### config.mk
export PLATFORM = sky130hd
export DESIGN_NAME = bolc_top
export DESIGN_NICKNAME = d
export VERILOG_FILES = /design/src/rtl/bolc_pkg.sv /design/src/rtl/bolc_sync.sv /design/src/rtl/bolc_clr_delay.sv /design/src/rtl/bolc_top.sv
export SDC_FILE = /design/constraint.sdc
export NUM_CORES = 1
export LEC_CHECK = 0
export ABC_AREA = 1
export BUFFER_PORTS_ARGS = -buffer_cell sky130_fd_sc_hd__buf_2
export CORE_MARGIN = 4
export CORE_UTILIZATION = 55
export CTS_CLUSTER_DIAMETER = 150
export DETAILED_ROUTE_END_ITERATION = 16
export GPL_TIMING_DRIVEN = 0
export PLACE_DENSITY = 0.79
export SKIP_CTS_REPAIR_TIMING = 1
export SLEW_MARGIN = 10
export SYNTH_ARGS = -nofsm -noshare
export SYNTH_HDL_FRONTEND = slang
export SYNTH_SLANG_ARGS = --single-unit
### constraint.sdc
create_clock -name pclk -period 11.3 [get_ports pclk]
set_input_delay 2.26 -clock pclk [delete_from_list [all_inputs] [get_ports pclk]]
set_output_delay 2.26 -clock pclk [all_outputs]
set_load 0.005 [all_outputs]
### src/rtl/bolc_pkg.sv
package bolc_pkg;
	localparam logic [7:0] OFS_CTRL = 8'h00;
	localparam logic [7:0] OFS_ADDR = 8'h04;
	localparam logic [7:0] OFS_THR = 8'h08;
	localparam logic [7:0] OFS_RHR = 8'h0c;
	localparam logic [7:0] OFS_CAUSE = 8'h10;
	localparam logic [7:0] OFS_STAT = 8'h14;
	localparam logic [7:0] FLAG_CHAR = 8'h7e;
	localparam logic [7:0] ABORT_CHAR = 8'hff;
	localparam logic [7:0] IDLE_CHAR = 8'hff;
	localparam logic [7:0] GLOBAL_ADDR = 8'hff;
	localparam logic [7:0] CAUSE_LATE_MASK = 8'hf8;
	localparam logic [7:0] CAUSE_IRQ_MASK = 8'hf9;
	localparam logic [2:0] STAT_LATE_MASK = 3'h7;
	localparam int CB_CMD = 0;
	localparam int CB_MODEM = 3;
	localparam int CB_UNDER = 4;
	localparam int CB_TXDONE = 5;
	localparam int CB_REOM_ERR = 6;
	localparam int CB_REOM_OK = 7;
	localparam int SB_OVR = 1;
	localparam int SB_ABT = 2;
	localparam logic [2:0] RESET_EDGES = 3'h5;
	localparam logic [2:0] STUFF_ONES = 3'h5;
	localparam logic [2:0] RUN_ONES = 3'h7;
	localparam logic [2:0] LAST_BIT = 3'h7;
	localparam logic [5:0] FLAG_TAIL = 6'h07;
	localparam logic [5:0] GA_CNT = 6'h06;
	localparam logic [5:0] CNT_MAX = 6'h3f;
	localparam logic [1:0] B2B_LOCK = 2'h2;
	localparam logic [3:0] FULL_CHAR = 4'h8;
	localparam logic [2:0] HDR_BASE = 3'h2;
	localparam int MIN_W = 6;
	localparam logic [23:0] MIN_CFG0 = {6'h13, 6'h15, 6'h17, 6'h19};
	localparam logic [23:0] MIN_CFG1 = {6'h16, 6'h17, 6'h18, 6'h19};
	localparam logic [5:0] MIN_CFG2 = 6'h19;

	typedef enum logic [1:0] {
		CMD_DATA = 2'b00,
		CMD_ABORT = 2'b01,
		CMD_FLAG = 2'b10,
		CMD_FCS = 2'b11
	} bolc_cmd_e;

	typedef enum logic [1:0] {
		TX_IDLE = 2'b00,
		TX_FLAG = 2'b01,
		TX_DATA = 2'b10,
		TX_ABORT = 2'b11
	} bolc_txst_e;

	typedef struct packed {
		logic hdlc;
		logic loop;
		logic auto_flag;
		logic addr_cmp;
		logic [1:0] frame_cfg;
		logic [1:0] char_len;
		bolc_cmd_e cmd;
		logic act_rec;
		logic transmit_activate_control;
	} bolc_ctrl_s;

	function automatic logic [5:0] min_frame_bits(input logic [1:0] cfg, input logic [1:0] len);
		logic [5:0] m;
		m = MIN_CFG2;
		if (cfg == 2'h0) begin
			m = MIN_CFG0[MIN_W*len +: MIN_W];
		end else if (cfg == 2'h1) begin
			m = MIN_CFG1[MIN_W*len +: MIN_W];
		end
		return m;
	endfunction : min_frame_bits

	function automatic logic [3:0] char_width(input logic [1:0] cfg, input logic [1:0] len,
		input logic [2:0] idx);
		return (idx < HDR_BASE + {1'b0, cfg}) ? FULL_CHAR : FULL_CHAR - {2'h0, len};
	endfunction : char_width
endpackage : bolc_pkg

### src/rtl/bolc_sync.sv
`timescale 1ns/100ps
module bolc_sync #(
	parameter int W = 1,
	parameter logic [W-1:0] INIT = '0
) (
	input wire logic clk,
	input wire logic rst_n,
	input wire logic [W-1:0] d,
	output logic [W-1:0] q,
	output logic [W-1:0] rise,
	output logic [W-1:0] fall
);
	logic [W-1:0] s1, s2, s3;

	// First stage feeds only the second, so it may settle
	always_ff @(posedge clk or negedge rst_n) begin
		if (!rst_n) begin
			s1 <= INIT;
			s2 <= INIT;
			s3 <= INIT;
		end else begin
			s1 <= d;
			s2 <= s1;
			s3 <= s2;
		end
	end

	assign q = s2;
	assign rise = s2 & ~s3;
	assign fall = ~s2 & s3;
endmodule : bolc_sync

### src/rtl/bolc_clr_delay.sv
`timescale 1ns/100ps
module bolc_clr_delay (
	input wire logic clk,
	input wire logic rst_n,
	input wire logic arm,
	input wire logic tick,
	output logic fire
);
	logic pend, next_pend, next_fire;

	// A read arms it; the next bit clock rising edge fires the clear
	always_comb begin
		next_pend = arm | (pend & ~tick);
		next_fire = pend & tick;
	end

	always_ff @(posedge clk or negedge rst_n) begin
		if (!rst_n) begin
			pend <= 1'b0;
			fire <= 1'b0;
		end else begin
			pend <= next_pend;
			fire <= next_fire;
		end
	end
endmodule : bolc_clr_delay

### src/rtl/bolc_top.sv
// The APB slave port and the placing of the registers are this design's own decisions.
`timescale 1ns/100ps
// How it works
// - Abort or too short frame sets the abort-or-invalid flag
// - Minimum frame bits depend on char length and header layout
// - Master clear needs no clock; core waits 2.5 transmit clocks after release
// - Cause read clears bit 0 at once, bits 3-7 one bit time later
// - Line status read clears bits 0-2 one bit time later
// - Loop go-ahead is sent as idle or abort right after a flag
// - Transmit and receive bit clocks are handled independently
// - Transmitter and receiver enable separately: simplex, half or full duplex
// - Interrupts for command, modem change, underrun, tx complete, end of message; holding registers only drive drq_in/drq_out
// - Loop mode works only with the SDLC protocol selected
// - In loop mode a frame matching our address is captured
// - In loop mode received frames are repeated downstream except while we hold the line after a go-ahead
// - Own transmission in loop starts only after a go-ahead
module bolc_top (
	input wire logic pclk,
	input wire logic presetn,
	input wire logic psel,
	input wire logic penable,
	input wire logic pwrite,
	input wire logic [7:0] paddr,
	input wire logic [31:0] pwdata,
	output logic [31:0] prdata,
	output logic pready,
	output logic pslverr,
	input wire logic master_clear_input_n,
	input wire logic transmit_bit_clock,
	input wire logic receive_bit_clock,
	input wire logic rxd,
	input wire logic end_of_block_input_n,
	input wire logic dsr_n,
	output logic txd,
	output logic interrupt_request_output,
	output logic drq_out,
	output logic drq_in
);
	logic rst_n, core_rdy, tc_rise, tc_edge, rc_rise, rxd_s, eob_act, dsr_chg;
	logic [4:0] pin_q, pin_rise, pin_fall;
	logic [2:0] reset_cnt, next_reset_cnt;
	bolc_pkg::bolc_ctrl_s ctrl, next_ctrl;
	logic [7:0] addr_reg, next_addr_reg, thr, next_thr, rhr, next_rhr;
	logic [31:0] next_prdata, rdval;
	logic next_pready, next_pslverr, access, done, hit;
	logic wr_ctrl, wr_addr, wr_thr, rd_rhr, rd_cause, rd_stat;
	bolc_pkg::bolc_txst_e tx_st, next_tx_st;
	logic [7:0] tx_sh, next_tx_sh, tx_set, rx_set, cause, next_cause, cause_clr;
	logic [2:0] tx_bit, next_tx_bit, tx_ones, next_tx_ones;
	logic [1:0] b2b, next_b2b;
	logic thr_full, next_thr_full, next_txd, next_drq_out, tx_load;
	logic loop_on, tx_own, loop_rep;
	logic [7:0] rx_raw, next_rx_raw, rx_char, next_rx_char, raw_n, char_n, aligned;
	logic [2:0] rx_ones, next_rx_ones, ones_n, rx_cidx, next_rx_cidx;
	logic [5:0] rx_cnt, next_rx_cnt;
	logic [3:0] rx_cbit, next_rx_cbit, width;
	logic rx_in, next_rx_in, rx_cap, next_rx_cap, go_ahead, next_go_ahead, next_drq_in;
	logic frame_close, frame_short, abort_det;
	logic [2:0] stat, next_stat, stat_set;
	logic next_interrupt_request_output, ir_fire, sr_fire;
	logic [4:0] cause_hi;
	logic [7:0] cause_irq;

	// Master clear acts as an asynchronous reset, no clock needed
	assign rst_n = presetn & master_clear_input_n;

	bolc_sync #(.W(5), .INIT(5'h1c)) u_sync (
		.clk(pclk),
		.rst_n(rst_n),
		.d({dsr_n, end_of_block_input_n, rxd, receive_bit_clock, transmit_bit_clock}),
		.q(pin_q),
		.rise(pin_rise),
		.fall(pin_fall)
	);

	// Each bit clock has its own edge detector; no ratio between them assumed
	assign tc_rise = pin_rise[0];
	assign rc_rise = pin_rise[1];
	assign tc_edge = pin_rise[0] | pin_fall[0];
	assign rxd_s = pin_q[2];
	assign eob_act = ~pin_q[3];
	assign dsr_chg = pin_rise[4] | pin_fall[4];

	// Five transmit clock edges make the 2.5 cycles of internal reset
	always_comb begin
		next_reset_cnt = reset_cnt;
		if (!core_rdy && tc_edge) begin
			next_reset_cnt = reset_cnt + 3'h1;
		end
	end

	always_ff @(posedge pclk or negedge rst_n) begin
		if (!rst_n) begin
			reset_cnt <= 3'h0;
		end else begin
			reset_cnt <= next_reset_cnt;
		end
	end

	assign core_rdy = (reset_cnt == bolc_pkg::RESET_EDGES);

	// APB slave, one wait state so read data comes from a register
	assign access = psel & penable;
	assign done = access & pready;
	assign wr_ctrl = done & pwrite & (paddr == bolc_pkg::OFS_CTRL);
	assign wr_addr = done & pwrite & (paddr == bolc_pkg::OFS_ADDR);
	assign wr_thr = done & pwrite & (paddr == bolc_pkg::OFS_THR);
	assign rd_rhr = done & ~pwrite & (paddr == bolc_pkg::OFS_RHR);
	assign rd_cause = done & ~pwrite & (paddr == bolc_pkg::OFS_CAUSE);
	assign rd_stat = done & ~pwrite & (paddr == bolc_pkg::OFS_STAT);

	always_comb begin
		hit = 1'b1;
		rdval = 32'h0;
		case (paddr)
			bolc_pkg::OFS_CTRL: rdval = 32'(ctrl);
			bolc_pkg::OFS_ADDR: rdval = {24'h0, addr_reg};
			bolc_pkg::OFS_THR: rdval = 32'h0;
			bolc_pkg::OFS_RHR: rdval = {24'h0, rhr};
			bolc_pkg::OFS_CAUSE: rdval = {24'h0, cause[7:3], drq_in, drq_out, cause[0]};
			bolc_pkg::OFS_STAT: rdval = {28'h0, ~pin_q[4], stat};
			default: hit = 1'b0;
		endcase
		next_pready = access & ~pready;
		next_pslverr = access & ~pready & ~hit;
		next_prdata = (access & ~pready) ? rdval : prdata;
		next_ctrl = wr_ctrl ? bolc_pkg::bolc_ctrl_s'(pwdata[$bits(bolc_pkg::bolc_ctrl_s)-1:0]) : ctrl;
		next_addr_reg = wr_addr ? pwdata[7:0] : addr_reg;
	end

	always_ff @(posedge pclk or negedge rst_n) begin
		if (!rst_n) begin
			pready <= 1'b0;
			pslverr <= 1'b0;
			prdata <= 32'h0;
			ctrl <= '0;
			addr_reg <= 8'h00;
		end else begin
			pready <= next_pready;
			pslverr <= next_pslverr;
			prdata <= next_prdata;
			ctrl <= next_ctrl;
			addr_reg <= next_addr_reg;
		end
	end

	// Loop: repeat line until a go-ahead hands us the line
	assign loop_on = ctrl.loop & ~ctrl.hdlc;
	assign tx_own = go_ahead & (ctrl.transmit_activate_control | (tx_st != bolc_pkg::TX_IDLE));
	assign loop_rep = loop_on & ~tx_own;

	// Transmitter; bit time is the transmit clock rising edge
	always_comb begin
		next_tx_st = tx_st;
		next_tx_sh = tx_sh;
		next_tx_bit = tx_bit;
		next_tx_ones = tx_ones;
		next_b2b = b2b;
		next_thr = thr;
		next_thr_full = thr_full;
		next_txd = txd;
		tx_set = 8'h00;
		tx_load = 1'b0;
		if (!ctrl.transmit_activate_control) begin
			next_b2b = 2'h0;
		end
		if (!core_rdy) begin
			next_tx_st = bolc_pkg::TX_IDLE;
			next_tx_sh = bolc_pkg::IDLE_CHAR;
			next_tx_bit = 3'h0;
			next_tx_ones = 3'h0;
			next_txd = 1'b1;
		end else if (loop_rep) begin
			next_txd = rxd_s;
		end else if (tc_rise) begin
			if (tx_st == bolc_pkg::TX_DATA && tx_ones == bolc_pkg::STUFF_ONES) begin
				next_txd = 1'b0;
				next_tx_ones = 3'h0;
			end else begin
				next_txd = tx_sh[0];
				next_tx_ones = (tx_st == bolc_pkg::TX_DATA && tx_sh[0]) ? tx_ones + 3'h1 : 3'h0;
				next_tx_sh = {1'b1, tx_sh[7:1]};
				next_tx_bit = tx_bit + 3'h1;
				tx_load = (tx_bit == bolc_pkg::LAST_BIT);
			end
		end
		if (tx_load) begin
			next_tx_bit = 3'h0;
			next_tx_st = bolc_pkg::TX_FLAG;
			next_tx_sh = bolc_pkg::FLAG_CHAR;
			if (!ctrl.transmit_activate_control) begin
				// Closing flag then idle ones: the go-ahead in loop mode
				if (tx_st != bolc_pkg::TX_DATA) begin
					next_tx_st = bolc_pkg::TX_IDLE;
					next_tx_sh = bolc_pkg::IDLE_CHAR;
				end
			end else if (ctrl.cmd == bolc_pkg::CMD_ABORT || ctrl.cmd == bolc_pkg::CMD_FLAG) begin
				if (ctrl.cmd == bolc_pkg::CMD_ABORT) begin
					next_tx_st = bolc_pkg::TX_ABORT;
					next_tx_sh = bolc_pkg::ABORT_CHAR;
				end
				next_b2b = (b2b == 2'h3) ? b2b : b2b + 2'h1;
				tx_set[bolc_pkg::CB_CMD] = 1'b1;
			end else if (ctrl.cmd == bolc_pkg::CMD_FCS || eob_act) begin
				tx_set[bolc_pkg::CB_TXDONE] = (tx_st == bolc_pkg::TX_DATA);
			end else if (thr_full && b2b < bolc_pkg::B2B_LOCK) begin
				next_tx_st = bolc_pkg::TX_DATA;
				next_tx_sh = thr;
				next_thr_full = 1'b0;
				next_b2b = 2'h0;
			end else if (tx_st == bolc_pkg::TX_DATA) begin
				// Underrun: one abort, or straight to flag fill with auto flag
				tx_set[bolc_pkg::CB_UNDER] = 1'b1;
				if (!ctrl.auto_flag) begin
					next_tx_st = bolc_pkg::TX_ABORT;
					next_tx_sh = bolc_pkg::ABORT_CHAR;
				end
			end
		end
		if (wr_thr) begin
			next_thr = pwdata[7:0];
			next_thr_full = 1'b1;
		end
		next_drq_out = core_rdy & ctrl.transmit_activate_control & ~next_thr_full;
	end

	always_ff @(posedge pclk or negedge rst_n) begin
		if (!rst_n) begin
			tx_st <= bolc_pkg::TX_IDLE;
			tx_sh <= bolc_pkg::IDLE_CHAR;
			tx_bit <= 3'h0;
			tx_ones <= 3'h0;
			b2b <= 2'h0;
			thr <= 8'h00;
			thr_full <= 1'b0;
			txd <= 1'b1;
			drq_out <= 1'b0;
		end else begin
			tx_st <= next_tx_st;
			tx_sh <= next_tx_sh;
			tx_bit <= next_tx_bit;
			tx_ones <= next_tx_ones;
			b2b <= next_b2b;
			thr <= next_thr;
			thr_full <= next_thr_full;
			txd <= next_txd;
			drq_out <= next_drq_out;
		end
	end

	// Receiver; bit time is the receive clock rising edge
	always_comb begin
		next_rx_raw = rx_raw;
		next_rx_ones = rx_ones;
		next_rx_cnt = rx_cnt;
		next_rx_char = rx_char;
		next_rx_cbit = rx_cbit;
		next_rx_cidx = rx_cidx;
		next_rx_in = rx_in;
		next_rx_cap = rx_cap;
		next_rhr = rhr;
		next_drq_in = drq_in & ~rd_rhr;
		next_go_ahead = go_ahead;
		raw_n = {rxd_s, rx_raw[7:1]};
		char_n = {rxd_s, rx_char[7:1]};
		ones_n = !rxd_s ? 3'h0 : (rx_ones == bolc_pkg::RUN_ONES) ? rx_ones : rx_ones + 3'h1;
		width = bolc_pkg::char_width(ctrl.frame_cfg, ctrl.char_len, rx_cidx);
		aligned = char_n >> (bolc_pkg::FULL_CHAR - width);
		rx_set = 8'h00;
		stat_set = 3'h0;
		frame_close = 1'b0;
		frame_short = 1'b0;
		abort_det = 1'b0;
		if (!loop_on || (!ctrl.transmit_activate_control && tx_st == bolc_pkg::TX_IDLE)) begin
			next_go_ahead = 1'b0;
		end
		if (!core_rdy || !ctrl.act_rec) begin
			next_rx_in = 1'b0;
			next_rx_ones = 3'h0;
		end else if (rc_rise) begin
			next_rx_raw = raw_n;
			next_rx_ones = ones_n;
			if (raw_n == bolc_pkg::FLAG_CHAR) begin
				if (rx_in && rx_cnt > bolc_pkg::FLAG_TAIL) begin
					frame_close = 1'b1;
					frame_short = (rx_cnt - bolc_pkg::FLAG_TAIL) <
						bolc_pkg::min_frame_bits(ctrl.frame_cfg, ctrl.char_len);
					stat_set[bolc_pkg::SB_ABT] = frame_short;
					rx_set[bolc_pkg::CB_REOM_ERR] = rx_cap & frame_short;
					rx_set[bolc_pkg::CB_REOM_OK] = rx_cap & ~frame_short;
				end
				next_rx_in = 1'b1;
				next_rx_cnt = 6'h00;
				next_rx_cbit = 4'h0;
				next_rx_cidx = 3'h0;
				next_rx_cap = 1'b0;
			end else if (ones_n == bolc_pkg::RUN_ONES && rx_ones != bolc_pkg::RUN_ONES) begin
				// Seven ones right after a flag is a go-ahead, later an abort
				if (rx_in && rx_cnt == bolc_pkg::GA_CNT) begin
					next_go_ahead = loop_on & ctrl.transmit_activate_control;
				end else if (rx_in) begin
					abort_det = 1'b1;
					stat_set[bolc_pkg::SB_ABT] = 1'b1;
					rx_set[bolc_pkg::CB_REOM_ERR] = rx_cap;
				end
				next_rx_in = 1'b0;
			end else if (rx_in && !(rx_ones == bolc_pkg::STUFF_ONES && !rxd_s)) begin
				next_rx_cnt = (rx_cnt == bolc_pkg::CNT_MAX) ? rx_cnt : rx_cnt + 6'h01;
				next_rx_char = char_n;
				next_rx_cbit = rx_cbit + 4'h1;
				if (rx_cbit + 4'h1 == width) begin
					next_rx_cbit = 4'h0;
					next_rx_cidx = (rx_cidx == 3'h7) ? rx_cidx : rx_cidx + 3'h1;
					if (rx_cidx == 3'h0) begin
						next_rx_cap = !ctrl.addr_cmp || aligned == addr_reg ||
							aligned == bolc_pkg::GLOBAL_ADDR;
					end
					if (next_rx_cap) begin
						next_rhr = aligned;
						stat_set[bolc_pkg::SB_OVR] = drq_in & ~rd_rhr;
						next_drq_in = 1'b1;
					end
				end
			end
		end
	end

	always_ff @(posedge pclk or negedge rst_n) begin
		if (!rst_n) begin
			rx_raw <= 8'h00;
			rx_ones <= 3'h0;
			rx_cnt <= 6'h00;
			rx_char <= 8'h00;
			rx_cbit <= 4'h0;
			rx_cidx <= 3'h0;
			rx_in <= 1'b0;
			rx_cap <= 1'b0;
			rhr <= 8'h00;
			drq_in <= 1'b0;
			go_ahead <= 1'b0;
		end else begin
			rx_raw <= next_rx_raw;
			rx_ones <= next_rx_ones;
			rx_cnt <= next_rx_cnt;
			rx_char <= next_rx_char;
			rx_cbit <= next_rx_cbit;
			rx_cidx <= next_rx_cidx;
			rx_in <= next_rx_in;
			rx_cap <= next_rx_cap;
			rhr <= next_rhr;
			drq_in <= next_drq_in;
			go_ahead <= next_go_ahead;
		end
	end

	// Late clears: cause bits run off the transmit clock, line status off the receive clock
	bolc_clr_delay u_ir_clr (
		.clk(pclk),
		.rst_n(rst_n),
		.arm(rd_cause),
		.tick(tc_rise),
		.fire(ir_fire)
	);

	bolc_clr_delay u_sr_clr (
		.clk(pclk),
		.rst_n(rst_n),
		.arm(rd_stat),
		.tick(rc_rise),
		.fire(sr_fire)
	);

	// New events win over a clear in the same cycle
	always_comb begin
		cause_clr = 8'h00;
		cause_clr[bolc_pkg::CB_CMD] = rd_cause;
		if (ir_fire) begin
			cause_clr = cause_clr | bolc_pkg::CAUSE_LATE_MASK;
		end
		next_cause = (cause & ~cause_clr) | tx_set | rx_set;
		next_cause[bolc_pkg::CB_MODEM] = next_cause[bolc_pkg::CB_MODEM] | dsr_chg;
		next_stat = (stat & ~(sr_fire ? bolc_pkg::STAT_LATE_MASK : 3'h0)) | stat_set;
		next_interrupt_request_output = |(cause & bolc_pkg::CAUSE_IRQ_MASK);
	end

	always_ff @(posedge pclk or negedge rst_n) begin
		if (!rst_n) begin
			cause <= 8'h00;
			stat <= 3'h0;
			interrupt_request_output <= 1'b0;
		end else begin
			cause <= next_cause;
			stat <= next_stat;
			interrupt_request_output <= next_interrupt_request_output;
		end
	end

	assign cause_hi = cause[7:3];
	assign cause_irq = cause & bolc_pkg::CAUSE_IRQ_MASK;
endmodule : bolc_top

-- Word-level counts from Yosys, hierarchy flattened
Cells that the tools add are included.
- register bits: 161
- input port bits: 51
- output and inout port bits: 38
- word-level logic and storage cells: 343
- add/sub/neg operators: 12
- $mul: 1
- $lt $le $gt $ge: 4
- eq/ne operators: 37
- shifts and indexed selects: 3
- mux-type cells: 140
- bitwise logic cells: 58
- reductions and logical operators: 44
- operator list (cell ; number):
    8-bit two-way mux ; 14
    1-bit two-way mux ; 66
    3-bit two-way mux ; 20
    6-bit two-way mux ; 10
    12-bit one-hot mux with 5 select lines ; 1
    2-bit two-way mux ; 24
    24-bit by 6-bit variable part select with 6-bit output (first input constant) ; 2
    1-bit bitwise AND ; 26
    3-bit equality test (second input constant) ; 7
    4-bit two-way mux ; 5
    8-bit by 4-bit equality test with 1-bit output (second input constant) ; 2
    8-bit by 5-bit equality test with 1-bit output (second input constant) ; 2
    3-bit by 1-bit adder with 3-bit output (second input constant) ; 5
    1-bit inverter ; 15
    5-bit AND reduction ; 3
    6-bit OR reduction ; 2
    5-bit bitwise AND ; 2
    1-bit logical AND ; 10
    2-bit != test (second input constant) ; 5
    5-bit inverter ; 2
    3-bit != test (second input constant) ; 3
    8-bit bitwise AND ; 1
    2-bit equality test (second input constant) ; 4
    8-bit by 3-bit equality test with 1-bit output (second input constant) ; 1
    other kinds (42) ; 67

-- Logic depth before layout (Yosys ltp)
- depth after elaboration: 23
- depth in mapped cells: 24
- mapped depth without buffers: 23

-- Modules after synthesis
From an unflattened synthesis, not the netlist that was laid out.
- cells, all modules: 870
- area, all modules: 7195.7 um2
- modules (own cells, without submodules) (module ; instances ; cells an instance ; area each (um2)):
    bolc_top ; 1 ; 819 ; 6588.8
    bolc_sync ; 1 ; 35 ; 461.7
    bolc_clr_delay ; 2 ; 8 ; 72.6

-- Worst setup path after synthesis
Ideal clock, no wire load.
- kind: in2reg
- from: in paddr[7]
- to: reg thr[5]
- library setup time: 0.131 ns
- arrival: 3.381 ns
- required time: 11.169 ns
- slack: 7.788 ns
- stages: 9
- cell sequence: nor2_1 > inv_1 > nor3_1 > inv_1 > nor3_1 > nand2_1 > clkbuf_1 > nand2_1 > o21ai_0
- word-level cells in the longest chain between the ends: 2
- RTL lines (what ; line ; text):
    from (decl) ; bolc_top.sv:23 ; input wire logic [7:0] paddr,
    8-bit by 4-bit equality test with 1-bit output ; bolc_top.sv:107 ; assign wr_thr = done & pwrite & (paddr == bolc_pkg::OFS_THR);
    1-bit bitwise AND ; bolc_top.sv:107 ;
    to (signal assigned) ; bolc_top.sv:244 ; thr <= next_thr;
    to (decl) ; bolc_top.sv:43 ; logic [7:0] addr_reg, next_addr_reg, thr, next_thr, rhr, next_rhr;
Every way passes these cells.
A chain may end at the register's enable or synchronous reset.

-- Worst setup path after layout
- from: in paddr[7]
- to: reg thr[7]
Same word-level chain as after synthesis.

==> summary.txt <==
Synthesis
  • Cell variety after synth: 54
  • Sequential-to-total area share from yosys stat: 47.7%
  • Netlist area before placement: 0.00712 sq mm
  • Post-synthesis area per instance: 8.30 sq um
  • Primary FF master, synth: sky130_fd_sc_hd__dfrtp_1
  • Async set-reset flop share out of synthesis: 100%
  • Flops & latches, synth: 135
  • Synth warnings: 0
  • Number of synthesized flops with an enable pin: 0
  • Synthesized netlist cell count: 858

GRT
  • Remaining global-route overflow: 0
  • Number of global-route vias before repair: 5,721
  • Largest net degree at the start of global routing: 73
  • Tot GR Track Use: 23.6%
  • First-pass GRT wire length: 27,400 um
  • Number of antenna violations at the first check in global routing: 0

Outcome
  • Outcome: completed

Clock network
  • TritonCTS clock tree: built
  • Reg clk slew, reported paths: about 0.050 ns
  • Count of H-tree levels built during CTS: 4
  • Number of clock buffers inserted by TritonCTS: 17
  • Clock insertion delay at the later pin of the skew report: 0.43 ns
  • Clock sink count: about 140
  • Root buffer cell: sky130_fd_sc_hd__clkbuf_16
  • Maximum clock insertion buffer count: 2

STA
  • Unrepaired setup endpoints after global routing: false
  • Worst-margin pin slew: around 1.1 ns
  • Final count of hold timing violations: 0
  • Maximum clock skew at final layout: approximately 0.011 ns
  • Total setup violations reported at the end of the flow: 0
  • Crit share post-route: 33.3%
  • Setup TNS: 0 ns
  • Final number of max-transition violations: 0
  • Worst slew margin: 23.6%
  • Shortest period the worst path allows: around 3.8 ns
  • Highest attainable clock frequency: 266 MHz

Route
  • 1st-iter DRT viols: around 520
  • Antenna Violating Nets Remaining: 0
  • Average wire length per cell after detail routing: 14.7 um
  • DRC violation count after routing: 0
  • Via count of the routed design: 5,999
  • Routed WL: 16,600 um
  • Via count normalized by instance count: between 5 and 6
  • Number of iterations in the first detailed-routing pass: 5

Cells and area
  • Fillcell total: 1,059
  • Non-Filler Cell Area, Final: ~0.0082 sq mm
  • Final instance count without filler cells: 1,130
  • Highest-count cells in the layout ignoring fill and taps: sky130_fd_sc_hd__nand2_1, sky130_fd_sc_hd__dfrtp_1, sky130_fd_sc_hd__inv_1
  • Area of combinational cells with multiple inputs: 0.00309 sq mm
  • Most common library cell in the layout ignoring fill and taps: sky130_fd_sc_hd__nand2_1
  • Post-route core utilization: 64.9%
  • Share of post-route cells with drive strength above 1: 15.2%
  • Register cell area after layout: 0.00340 sq mm
  • Regs by FF count: ctrl (12), prdata (12)
  • Synth-to-layout area growth: 15.5%
  • Nets@finish: 1,022
  • Ant. Diodes: 0

Worst setup path
  • Worst EP arrival: 4.09 ns
  • Largest fanout on the critical path: 10
  • Capturing element type of the critical path: flip-flop
  • Data required time of the worst path: ~12 ns
  • Worst setup path class: in -> reg
  • Critical path startpoint category: primary input

Placement
  • Final GP Congestion: around 0.94
  • Placed Instance Area: around 0.0077 sq mm
  • Total instance count after detailed placement: 1,098
  • Count of input and output buffers: 48
  • Detailed placer's ending HPWL: 12,100 um

Die
  • Effective utilization at floorplan: 56.2%
  • Number of cell rows: 41
  • Die X: 122 um
  • Floorplan die height: 122 um
  • Die Footprint: 0.0148 sq mm
  • Core Box Area: 0.0127 sq mm
  • I/O pins: 89

Flow run
  • Max Cap Violations: 0

Min path
  • Class of the worst hold path: reg -> reg

Pwr
  • Static power due to leakage: 4.13 nW
  • Total power divided by cell area: 136 mW/mm^2
  • Max rail drop VDD: 0.000143 V
## critical path, cell delays in order
cell and delay, ns:
sky130_fd_sc_hd__buf_2 0.09, sky130_fd_sc_hd__nor2_1 0.13, sky130_fd_sc_hd__inv_1 0.05, sky130_fd_sc_hd__nor3_1 0.37
sky130_fd_sc_hd__inv_1 0.11, sky130_fd_sc_hd__nor3_1 0.27, sky130_fd_sc_hd__nand2_1 0.30, sky130_fd_sc_hd__clkbuf_1 0.28
sky130_fd_sc_hd__o21ai_0 0.21
## final cells by class
class | instances | share of cell area [%]
sequential | 135 | 41.3
multi-input combinational | 582 | 37.5
clock buffer | 27 | 6.00
inverter | 122 | 5.63
timing repair buffer | 49 | 3.26
buffer | 38 | 3.00
tap | 172 | 2.62
clock inverter | 5 | 0.609
## where the power goes
group / switching [mW] / total [mW] / internal, mW / leakage [nW]
Clock: 0.197 / 0.515 / 0.318 / 0.269
Sequential: 0.0123 / 0.522 / 0.509 / 1.76
Combinational: 0.0527 / 0.0832 / 0.0306 / 2.10
## through the flow
| step | hold WS (ns) | setup slack, ns | total power, mW |
|---|---|---|---|
| after floorplan | 0.331 | 5.42 | 0.585 |
| after global placement | 0.331 | 3.93 | 0.610 |
| after detailed placement | 0.338 | 7.17 | 0.614 |
| after CTS | 0.350 | 7.61 | 1.13 |
| after global routing | 0.352 | 7.33 | 1.17 |
| final | 0.349 | 7.54 | 1.12 |
## logic make-up after synthesis
kind of cell               share of synthesized area (%)
and+or+nand+nor                                     23.9
buffers and inverters                               9.90
AOI/OAI and AO/OA                                   12.4
DFF                                                 47.7
adders and majority gates                           4.57
xor gates and xnor gates                            1.11
muxes                                              0.299
other                                             0.0527
## synth_stat cells, types with 2 or more instances
master | count | area [sq um]
sky130_fd_sc_hd__a221oi_1 | 2 | 17.5
sky130_fd_sc_hd__o22ai_1 | 9 | 56.3
sky130_fd_sc_hd__nor2_2 | 3 | 18.8
sky130_fd_sc_hd__o32a_1 | 4 | 40.0
sky130_fd_sc_hd__nand2_4 | 2 | 22.5
sky130_fd_sc_hd__ha_1 | 26 | 325
sky130_fd_sc_hd__nand3b_1 | 7 | 52.6
sky130_fd_sc_hd__nand3_1 | 61 | 305
sky130_fd_sc_hd__nand2_2 | 9 | 56.3
sky130_fd_sc_hd__a31oi_1 | 5 | 31.3
sky130_fd_sc_hd__nand3_4 | 2 | 35.0
sky130_fd_sc_hd__o21bai_1 | 2 | 15.0
sky130_fd_sc_hd__nor4_1 | 4 | 25.0
sky130_fd_sc_hd__nor3_1 | 9 | 45.0
sky130_fd_sc_hd__o211ai_1 | 8 | 60.1
sky130_fd_sc_hd__clkbuf_1 | 10 | 37.5
sky130_fd_sc_hd__nand4_1 | 18 | 113
sky130_fd_sc_hd__o21ai_0 | 72 | 360
sky130_fd_sc_hd__xor2_1 | 7 | 61.3
sky130_fd_sc_hd__buf_2 | 5 | 25.0
sky130_fd_sc_hd__dfstp_2 | 16 | 420
sky130_fd_sc_hd__o31ai_1 | 8 | 60.1
sky130_fd_sc_hd__nor2_4 | 2 | 22.5
sky130_fd_sc_hd__dfrtp_1 | 119 | 2980
sky130_fd_sc_hd__inv_1 | 119 | 447
sky130_fd_sc_hd__clkinv_1 | 2 | 7.51
sky130_fd_sc_hd__nor2_1 | 53 | 199
sky130_fd_sc_hd__nand3_2 | 2 | 20.0
sky130_fd_sc_hd__xnor2_1 | 2 | 17.5
sky130_fd_sc_hd__o2bb2ai_1 | 2 | 17.5
sky130_fd_sc_hd__o21ai_1 | 9 | 45.0
sky130_fd_sc_hd__a21oi_1 | 14 | 70.1
sky130_fd_sc_hd__buf_6 | 3 | 33.8
sky130_fd_sc_hd__buf_4 | 20 | 150
sky130_fd_sc_hd__o32ai_1 | 2 | 17.5
sky130_fd_sc_hd__nand2_1 | 201 | 754
sky130_fd_sc_hd__a22o_1 | 2 | 17.5
## worst paths after layout
path / start / end / slack, ns / cells past startpoint
min in group asynchronous: master_clear_input_n / rx_char[4]$_DFFE_PN0P_ / 2.00 / 3
setup / recovery: paddr[7] / thr[7]$_DFFE_PN0P_ / 7.54 / 9
max in group asynchronous: presetn / tx_sh[2]$_DFFE_PN1P_ / 8.51 / 4
hold reg to reg: u_sync.s1[0]$_DFF_PN0_ / u_sync.q[0]$_DFF_PN0_ / 0.35 / 0
setup reg to reg: ctrl[7]$_DFFE_PN0P_ / rhr[0]$_DFFE_PN0P_ / 8.05 / 21
hold / removal: u_sync.s1[0]$_DFF_PN0_ / u_sync.q[0]$_DFF_PN0_ / 0.35 / 0
## routing by layer
layer / vias to the layer above / part of all wire (%) / GRT usage [%]
li1: 2960 / - / -
met1: 2793 / 45 / 32.9
met2: 201 / 44 / 34.9
met3: 45 / 7.4 / 6.04
met4: 0 / 3.2 / 10.6
met5: - / 0 / 0
Note: power is estimated with default switching activity, not from simulation.
